**src/cmsr_pkg.sv**
```systemverilog
// constants and types of the controller mode and interrupt code status block
// assumes a 32-bit axi4-lite slave with byte addresses on 8 bits
package cmsr_pkg;

    // register map
    localparam int             AXI_ADDR_W      = 8;
    localparam int             AXI_DATA_W      = 32;
    localparam logic [7:0]     OFF_CONTROL     = 8'h00;
    localparam logic [7:0]     OFF_STATUS      = 8'h04;

    // axi responses
    localparam logic [1:0]     RESP_OKAY       = 2'h0;
    localparam logic [1:0]     RESP_SLVERR     = 2'h2;

    // field positions, both registers except the abort bit, which is in the control register only
    localparam int             MODE_MSB        = 7;
    localparam int             MODE_LSB        = 5;
    localparam int             ABORT_BIT       = 4;
    localparam int             CODE_MSB        = 3;
    localparam int             CODE_LSB        = 1;
    localparam int             REG_W           = 8;

    // reset values
    localparam logic [2:0]     RST_REQ_MODE    = 3'h4;
    localparam logic [2:0]     RST_WIN_SEL     = 3'h0;

    // interrupt sources, bit i of the pending vector yields code i+1
    localparam int             N_SRC           = 7;
    localparam int             CODE_W          = 3;
    localparam int             SRC_ERR         = 0;
    localparam int             SRC_WAKE        = 6;
    localparam logic [2:0]     CODE_NONE       = 3'h0;
    localparam logic [2:0]     CODE_ERR        = 3'h1;
    localparam logic [2:0]     CODE_TX_TWO     = 3'h2;
    localparam logic [2:0]     CODE_TX_ONE     = 3'h3;
    localparam logic [2:0]     CODE_TX_ZERO    = 3'h4;
    localparam logic [2:0]     CODE_RX_ONE     = 3'h5;
    localparam logic [2:0]     CODE_RX_ZERO    = 3'h6;
    localparam logic [2:0]     CODE_WAKE       = 3'h7;

    // operating modes
    typedef enum logic [2:0] {
        CMSR_MODE_NORMAL  = 3'b000,
        CMSR_MODE_DISABLE = 3'b001,
        CMSR_MODE_LOOP    = 3'b010,
        CMSR_MODE_LISTEN  = 3'b011,
        CMSR_MODE_CONFIG  = 3'b100
    } cmsr_mode_t;

endpackage

```
**src/cmsr_irq_encoder.sv**
```systemverilog
// priority encoder from pending interrupt sources to a source code
// assumes pending bits come from logic on the same clock
module cmsr_irq_encoder
    import cmsr_pkg::*;
#(
    parameter int NSRC  = N_SRC,
    parameter int CW    = CODE_W
)
(
    // sources, higher index wins
    input  wire logic [NSRC-1:0] pending,
    // code of the winner, zero when none
    output logic      [CW-1:0]   code
);

    always_comb
    begin
        code = '0;
        for (int i = 0; i < NSRC; i++)
        begin
            if (pending[i])
            begin
                code = CW'(i + 1);
            end
        end
    end

endmodule

```
**src/cmsr_status.sv**
```systemverilog
// can controller mode and interrupt code status with its control register
// assumes an axi4-lite master on clk_sys and same-clock protocol engine signals
//
// Notes on behaviour
// [RULE1] status bits 7-5 show the mode actually in force; reserved codes never appear
// [RULE2] after reset the mode status reads 100, configuration mode
// [RULE3] bits 3-1 show the code of the highest-priority pending interrupt source
// [RULE4] codes: wake 111, rx0 110, rx1 101, tx0 100, tx1 011, tx2 010
// [RULE5] error alone reads 001; nothing pending reads 000
// [RULE6] status bits 4 and 0 always read zero
// [RULE7] the mode switches to the requested one; status confirms the switch (the code enters 100 for requests 101-111, and switches only while engine_idle)
// [RULE8] window select field uses the interrupt code encodings, copied by software
// [RULE9] writes to the status register are ignored
//
// Design decisions made here: the AXI4-Lite slave port and the placing of the registers.
module cmsr_status
    import cmsr_pkg::*;
(
    // clock and reset
    input  wire logic                  clk_sys,
    input  wire logic                  rst_n,
    // axi4-lite write address
    input  wire logic [AXI_ADDR_W-1:0] s_axi_awaddr,
    input  wire logic                  s_axi_awvalid,
    output logic                       s_axi_awready,
    // axi4-lite write data
    input  wire logic [AXI_DATA_W-1:0] s_axi_wdata,
    input  wire logic [3:0]            s_axi_wstrb,
    input  wire logic                  s_axi_wvalid,
    output logic                       s_axi_wready,
    // axi4-lite write response
    output logic [1:0]                 s_axi_bresp,
    output logic                       s_axi_bvalid,
    input  wire logic                  s_axi_bready,
    // axi4-lite read address
    input  wire logic [AXI_ADDR_W-1:0] s_axi_araddr,
    input  wire logic                  s_axi_arvalid,
    output logic                       s_axi_arready,
    // axi4-lite read data
    output logic [AXI_DATA_W-1:0]      s_axi_rdata,
    output logic [1:0]                 s_axi_rresp,
    output logic                       s_axi_rvalid,
    input  wire logic                  s_axi_rready,
    // protocol engine side
    input  wire logic [N_SRC-1:0]      irq_pending,
    input  wire logic                  engine_idle,
    output logic [2:0]                 operating_mode_status,
    output logic [2:0]                 interrupt_source_code,
    output logic [2:0]                 buffer_window_select,
    output logic                       abort_all_tx
);

    typedef struct packed {
        logic                  awready;
        logic                  wready;
        logic                  bvalid;
        logic [1:0]            bresp;
        logic                  arready;
        logic                  rvalid;
        logic [1:0]            rresp;
        logic [AXI_DATA_W-1:0] rdata;
        logic                  aw_held;
        logic [AXI_ADDR_W-1:0] aw_addr;
        logic                  w_held;
        logic [AXI_DATA_W-1:0] w_data;
        logic [3:0]            w_strb;
        logic [2:0]            req_mode;
        logic                  abort_req;
        logic [2:0]            win_sel;
        cmsr_mode_t            opmode;
        logic [2:0]            icode;
    } cmsr_state_t;

    localparam cmsr_state_t ST_RESET = '{
        awready   : 1'b1,
        wready    : 1'b1,
        bvalid    : 1'b0,
        bresp     : RESP_OKAY,
        arready   : 1'b1,
        rvalid    : 1'b0,
        rresp     : RESP_OKAY,
        rdata     : '0,
        aw_held   : 1'b0,
        aw_addr   : '0,
        w_held    : 1'b0,
        w_data    : '0,
        w_strb    : '0,
        req_mode  : RST_REQ_MODE,
        abort_req : 1'b0,
        win_sel   : RST_WIN_SEL,
        opmode    : CMSR_MODE_CONFIG,
        icode     : CODE_NONE
    };

    cmsr_state_t            st;
    cmsr_state_t            next_st;
    logic [CODE_W-1:0]      enc_code;
    cmsr_mode_t             target_mode;
    logic                   wr_go;
    logic [AXI_ADDR_W-1:0]  wr_word;
    logic [AXI_ADDR_W-1:0]  rd_word;
    logic [REG_W-1:0]       ctrl_view;
    logic [REG_W-1:0]       stat_view;

    // prioritized source code
    cmsr_irq_encoder #(
        .NSRC (N_SRC),
        .CW   (CODE_W)
    ) u_enc (
        .pending (irq_pending),
        .code    (enc_code)
    );

    // any request with the top bit set means configuration
    always_comb
    begin
        if (st.req_mode[MODE_MSB-MODE_LSB])
        begin
            target_mode = CMSR_MODE_CONFIG;
        end
        else
        begin
            target_mode = cmsr_mode_t'(st.req_mode);
        end
    end

    assign wr_go   = st.aw_held && st.w_held && !st.bvalid;
    assign wr_word = {st.aw_addr[AXI_ADDR_W-1:2], 2'h0};
    assign rd_word = {s_axi_araddr[AXI_ADDR_W-1:2], 2'h0};

    // register views as read
    assign ctrl_view = {st.req_mode, st.abort_req, st.win_sel, 1'b0};
    assign stat_view = {st.opmode, 1'b0, st.icode, 1'b0}; // [RULE6]

    always_comb
    begin
        next_st = st;
        // write channels taken in either order
        if (s_axi_awvalid && st.awready)
        begin
            next_st.aw_held = 1'b1;
            next_st.aw_addr = s_axi_awaddr;
        end
        if (s_axi_wvalid && st.wready)
        begin
            next_st.w_held = 1'b1;
            next_st.w_data = s_axi_wdata;
            next_st.w_strb = s_axi_wstrb;
        end
        if (st.bvalid && s_axi_bready)
        begin
            next_st.bvalid = 1'b0;
        end
        if (wr_go)
        begin
            next_st.aw_held = 1'b0;
            next_st.w_held  = 1'b0;
            next_st.bvalid  = 1'b1;
            next_st.bresp   = RESP_OKAY;
            if (wr_word == OFF_CONTROL)
            begin
                if (st.w_strb[0])
                begin
                    next_st.req_mode  = st.w_data[MODE_MSB:MODE_LSB];
                    next_st.abort_req = st.w_data[ABORT_BIT];
                    next_st.win_sel   = st.w_data[CODE_MSB:CODE_LSB]; // [RULE8]
                end
            end
            else if (wr_word == OFF_STATUS)
            begin
                next_st.bresp = RESP_OKAY; // [RULE9]
            end
            else
            begin
                next_st.bresp = RESP_SLVERR;
            end
        end
        next_st.awready = !next_st.aw_held && !next_st.bvalid;
        next_st.wready  = !next_st.w_held && !next_st.bvalid;
        // read channel
        if (st.rvalid && s_axi_rready)
        begin
            next_st.rvalid = 1'b0;
        end
        if (s_axi_arvalid && st.arready)
        begin
            next_st.rvalid = 1'b1;
            next_st.rresp  = RESP_OKAY;
            next_st.rdata  = '0;
            if (rd_word == OFF_CONTROL)
            begin
                next_st.rdata[REG_W-1:0] = ctrl_view;
            end
            else if (rd_word == OFF_STATUS)
            begin
                next_st.rdata[REG_W-1:0] = stat_view;
            end
            else
            begin
                next_st.rresp = RESP_SLVERR;
            end
        end
        next_st.arready = !next_st.rvalid;
        // mode entered once the engine is idle
        if (engine_idle && (st.opmode != target_mode))
        begin
            next_st.opmode = target_mode; // [RULE7] [RULE1]
        end
        next_st.icode = enc_code; // [RULE3] [RULE4] [RULE5]
    end

    always_ff @(posedge clk_sys)
    begin
        if (!rst_n)
        begin
            st <= ST_RESET; // [RULE2]
        end
        else
        begin
            st <= next_st;
        end
    end

    // outputs
    assign s_axi_awready         = st.awready;
    assign s_axi_wready          = st.wready;
    assign s_axi_bvalid          = st.bvalid;
    assign s_axi_bresp           = st.bresp;
    assign s_axi_arready         = st.arready;
    assign s_axi_rvalid          = st.rvalid;
    assign s_axi_rresp           = st.rresp;
    assign s_axi_rdata           = st.rdata;
    assign operating_mode_status = st.opmode;
    assign interrupt_source_code = st.icode;
    assign buffer_window_select  = st.win_sel;
    assign abort_all_tx          = st.abort_req;
endmodule

```
**config.mk**
```make
export PLATFORM = sky130hd
export DESIGN_NAME = cmsr_status
export DESIGN_NICKNAME = d
export VERILOG_FILES = /design/src/cmsr_pkg.sv /design/src/cmsr_irq_encoder.sv /design/src/cmsr_status.sv
export SDC_FILE = /design/constraint.sdc
export NUM_CORES = 1
export LEC_CHECK = 0
export BUFFER_PORTS_ARGS = -buffer_cell sky130_fd_sc_hd__clkbuf_2
export CAP_MARGIN = 20
export CORE_MARGIN = 2
export CORE_UTILIZATION = 47
export CTS_BUF_LIST = sky130_fd_sc_hd__clkbuf_4 sky130_fd_sc_hd__clkbuf_8 sky130_fd_sc_hd__clkbuf_16
export CTS_CLUSTER_SIZE = 24
export DETAILED_ROUTE_END_ITERATION = 16
export HOLD_SLACK_MARGIN = 0.06
export PLACE_DENSITY = 0.85
export SLEW_MARGIN = 0
export SYNTH_ARGS = -nofsm -noshare
export SYNTH_HDL_FRONTEND = slang
export SYNTH_SLANG_ARGS = --single-unit
```
**constraint.sdc**
```tcl
create_clock -name clk_sys -period 3.22 [get_ports clk_sys]
set_input_delay 0.322 -clock clk_sys [delete_from_list [all_inputs] [get_ports clk_sys]]
set_output_delay 0.322 -clock clk_sys [all_outputs]
set_load 0.02 [all_outputs]
```
After elaboration in Yosys (flattened, before gate mapping)
Index checks and enable logic that the tools add are counted.
{"block": "totals", "elab_cells": 61, "out_inout_bits": 51, "register_bits": 76}
{"block": "op_classes", "n_mux": 22, "n_reduce_logical": 18, "n_eq_ne": 3}
{"op": "$mux W37", "count": 1}
{"op": "$mux W35", "count": 1}
{"op": "$mux W3", "count": 6}
{"op": "$logic_not A8 Y1", "count": 2}
{"op": "$mux W8", "count": 2}
{"op": "$eq A6 B1 Y1 const B", "count": 2}
{"op": "$mux W2", "count": 6}
{"op": "$logic_and A1 B1 Y1", "count": 10}
{"op": "$mux W9", "count": 1}
{"op": "$logic_not A1 Y1", "count": 5}
{"op": "$mux W1", "count": 5}
{"op": "$ne A3 B3 Y1", "count": 1}
{"op": "$reduce_and A3 Y1", "count": 1}

Logic depth before layout (Yosys ltp)
{"block": "logic_depth", "ltp_word": 7, "ltp_mapped": 5}

Modules after synthesis
A second synthesis with hierarchy kept.
{"block": "unflattened", "cells_unflattened": 238, "area_unflattened_um2": 2080.7}
{"mod": "cmsr_status", "area_each_um2": 2035.7, "cells_each": 228, "seq_area_each_um2": 860.8, "n_inst": 1}
{"mod": "cmsr_irq_encoder", "area_each_um2": 45.0, "cells_each": 10, "seq_area_each_um2": 0.0, "n_inst": 1}

Worst setup path before layout
Ideal clock, no wire load.
{"block": "synth_path", "path_type": "reg-to-reg", "startpoint": "register st[54] (netlist name)", "endpoint": "register st, in the netlist ctrl_view[7]", "path_stages_with_launch": 5, "t_arrival_ps": 1396, "path_buffers": 0, "path_slack_ps": 1696, "synth_period_minus_slack_ps": 1524, "path_cell_list": "dfxtp_1 -> or4_4 -> and4bb_2 -> mux2i_1 -> nand2_1"}
{"block": "synth_via", "elab_chain_len": 2}
{"item": "from (decl)", "line": "cmsr_status.sv:95", "text": "cmsr_state_t st;"}
{"item": "from (signal assigned)", "line": "cmsr_status.sv:220", "text": "st <= next_st;"}
{"item": "$logic_not A8 Y1", "line": "cmsr_status.sv:160", "text": "if (wr_word == OFF_CONTROL)"}
{"item": "$reduce_and A3 Y1 (no line)"}
Every way passes these cells.
A chain may end at the register's enable or synchronous reset.

Final worst setup path
Same ends and word-level chain as after synthesis.

==> flow_metrics.py <==
metrics = {
    "logic_synthesis": {
        "synth_area_leaders": "dfxtp_1 42%, buf_4 16%, nand2_1 6.8%",
        "synth_area_um2": 2050,
        "ys.flop_type": "dfxtp_1",
        "synth-edff-count": 0,
        "synth-seq-cells": 43,
        "ys.warnings.count": 0,
        "synth_seq_area_share_pct": 41.9,
        "synth-async-reset-ratio_pct": 0,
        "synth_cell_types": 31,
        "synth_cells": 237,
        "yosys.area.top_type": "dfxtp_1",
        "yosysTopAreaCellShare_pct": 41.9,
        "syn_avg_cell_area_um2": 8.67,
    },
    "cells_and_area": {
        "nNetsFinal": 340,
        "areaGrowthSynthToFinish_pct": 8.28,
        "diodes": 0,
        "final_area_um2": 2220,
        "layout_commonest_cell": "clkbuf_2",
        "final_core_util_pct": 51.8,
        "drive_gt1_share_pct": 25.2,
        "stdcell_count": 326,
        "final_cell_mix": "58 x clkbuf_2, 43 x dfxtp_1, 37 x nand2_1",
    },
    "placed_design": {
        "dp_hpwl_um": 2720,
        "placed_cells": 318,
        "dp_slack_ns": 1.50,
        "portBuffers": 58,
        "place_area_um2": 2120,
        "finalWeightedCongestion": 0.776,
    },
    "drt": {
        "drt_pre_antenna_iters": 4,
        "wirelength_um": 3630,
        "drt_iter0_drc": 37,
        "vias": 1562,
        "ant_nets": 0,
        "wl_per_cell_um": 11.1,
        "drc": 0,
        "drt-vias-per-instance": 4.79,
    },
    "global_routing": {
        "grt_pass1_wl_um": 6150,
        "grt_overflow": 0,
        "grt_max_degree": 49,
        "grt_pass1_vias": 1416,
        "antenna_found_initial": 0,
        "grt_use_total_pct": 15.5,
    },
    "timing": {
        "tns_ns": 0,
        "slew_viol_final": 0,
        "maxSlewHeadroom_pct": 49.0,
        "layout_setup_ws_ns": 1.49,
        "worst_pin_slew_ns": 0.765,
        "final-hold-violation-count": 0,
        "hold_slack_ns": 0.278,
        "period_share_pct": 53.6,
        "fmax_mhz": 579,
        "skew_ns": 0.00772,
        "fin_crit_ns": 1.73,
        "setup-violations-final": 0,
        "rsz0062_at_grt": "false",
    },
    "setup_path": {
        "end_kind": "flip-flop",
        "setup.worst_path.class": "reg -> reg",
        "worstReg2RegStart": "st[54]$_SDFFE_PN0P_",
        "startpoint_type": "flip-flop",
        "worst_ep_required_time_ns": 3.37,
        "crit_fanout": 13,
        "critPathLaunch": "st[54]$_SDFFE_PN0P_",
        "cp.arrival_ns": 1.87,
    },
    "power_and_ir_drop": {
        "p_per_area_nw_per_um2": 485,
        "vdd_drop_max_mv": 0.167,
        "power.leakage_nw": 1.02,
        "finalPower_mw": 1.08,
    },
    "clocking": {
        "clock_latency_ns": 0.29,
        "cts-buffers-inserted": 5,
        "cts_root_buffer": "clkbuf_8",
        "cts_sinks": 43,
        "cts_resized": 0,
        "cts_tree": "done",
        "path_clk_slew_ns": 0.07,
        "cts_htree_levels": 2,
        "cts_setup_buffers": 0,
        "cts_hold_buf": 0,
        "clock_path_buffers": 2,
    },
    "die": {
        "pin_count": 118,
        "rows": 24,
        "die-area_um2": 4920,
        "start_util_pct": 47.8,
        "die_w_um": 70.1,
        "die_y_um": 70.1,
        "core-area_um2": 4290,
    },
    "hold_path": {
        "hold_class": "in -> reg",
        "hp-start": "s_axi_awaddr[5]",
    },
    "outcome": {
        "outcome": "completed",
    },
    "job": {
        "maxCapViolCount": 0,
    },
}
[kinds of logic (layout without fill, tap and decap cells)]
logic type,count (synthesis),after routing,share of synthesized area (%)
other,1,27,0.183
multiplexers,8,8,3.90
flip-flops,43,43,41.9
AO/OA/AOI/OAI,41,41,13.9
AND/OR/NAND/NOR,85,85,20.6
buffers and inverters,59,70,19.5
[final timing paths]
| kind | depth (start not counted) | slack, ns | to |
|---|---|---|---|
| hold / removal | 3 | 0.28 | st[55]$_SDFFE_PN0P_ |
| setup reg to reg | 4 | 1.49 | ctrl_view[7]$_SDFFE_PN1P_ |
| hold reg to reg | 2 | 0.47 | st[13]$_SDFFE_PN0P_ |
| setup / recovery | 4 | 1.49 | ctrl_view[7]$_SDFFE_PN1P_ |
[report_power, final]
part / switching (mW) / internal (mW) / total (mW)
clock: 0.168 / 0.204 / 0.372
sequential: 0.0175 / 0.554 / 0.572
combinational: 0.0869 / 0.0479 / 0.135
[Yosys cell counts (all sizes together) (4+ instances only)]
| cell type | count |
|---|---|
| o31ai | 6 |
| clkbuf | 8 |
| inv | 4 |
| dfxtp | 43 |
| buf | 47 |
| nor2 | 5 |
| a21boi | 17 |
| nand2 | 37 |
| nand3 | 20 |
| and2 | 8 |
| mux2i | 8 |
| o21ai | 10 |
[flip-flops by register name (all words and copies together), names as in the netlist]
| signal | flops |
|---|---|
| interrupt_source_code | 3 |
| s_axi_wready | 1 |
| abort_all_tx | 1 |
| ctrl_view | 3 |
| s_axi_arready | 1 |
| s_axi_bvalid | 1 |
| s_axi_awready | 1 |
| buffer_window_select | 3 |
| s_axi_bresp | 1 |
| s_axi_rresp | 1 |
| s_axi_rdata | 7 |
| st | 16 |
| operating_mode_status | 3 |
| s_axi_rvalid | 1 |
[layout make-up]
cell class              instances  area, um^2
multi-input cells             161         890
repair buffers                 58         290
inverters                       4        15.0
fillers                       434        2070
well taps                      52        65.1
flip-flops and latches         43         861
clock buffers                   8         104
[worst max-delay path, cell delays in order (launching register included)]
cell and delay [ns]:
dfxtp_1 0.32, or4_4 0.53, and4bb_2 0.47, mux2i_1 0.21, nand2_1 0.06
[routing by layer]
| metal | vias to the layer above | wire length [um] | track usage (%) |
|---|---|---|---|
| met5 | - | 0 | 0 |
| li1 | 798 | - | - |
| met2 | 48 | 1820 | 25.9 |
| met3 | 4 | 186 | 4.91 |
| met4 | 0 | 40 | 5.98 |
| met1 | 712 | 1580 | 18.4 |
(Power assumes the default switching activity.)
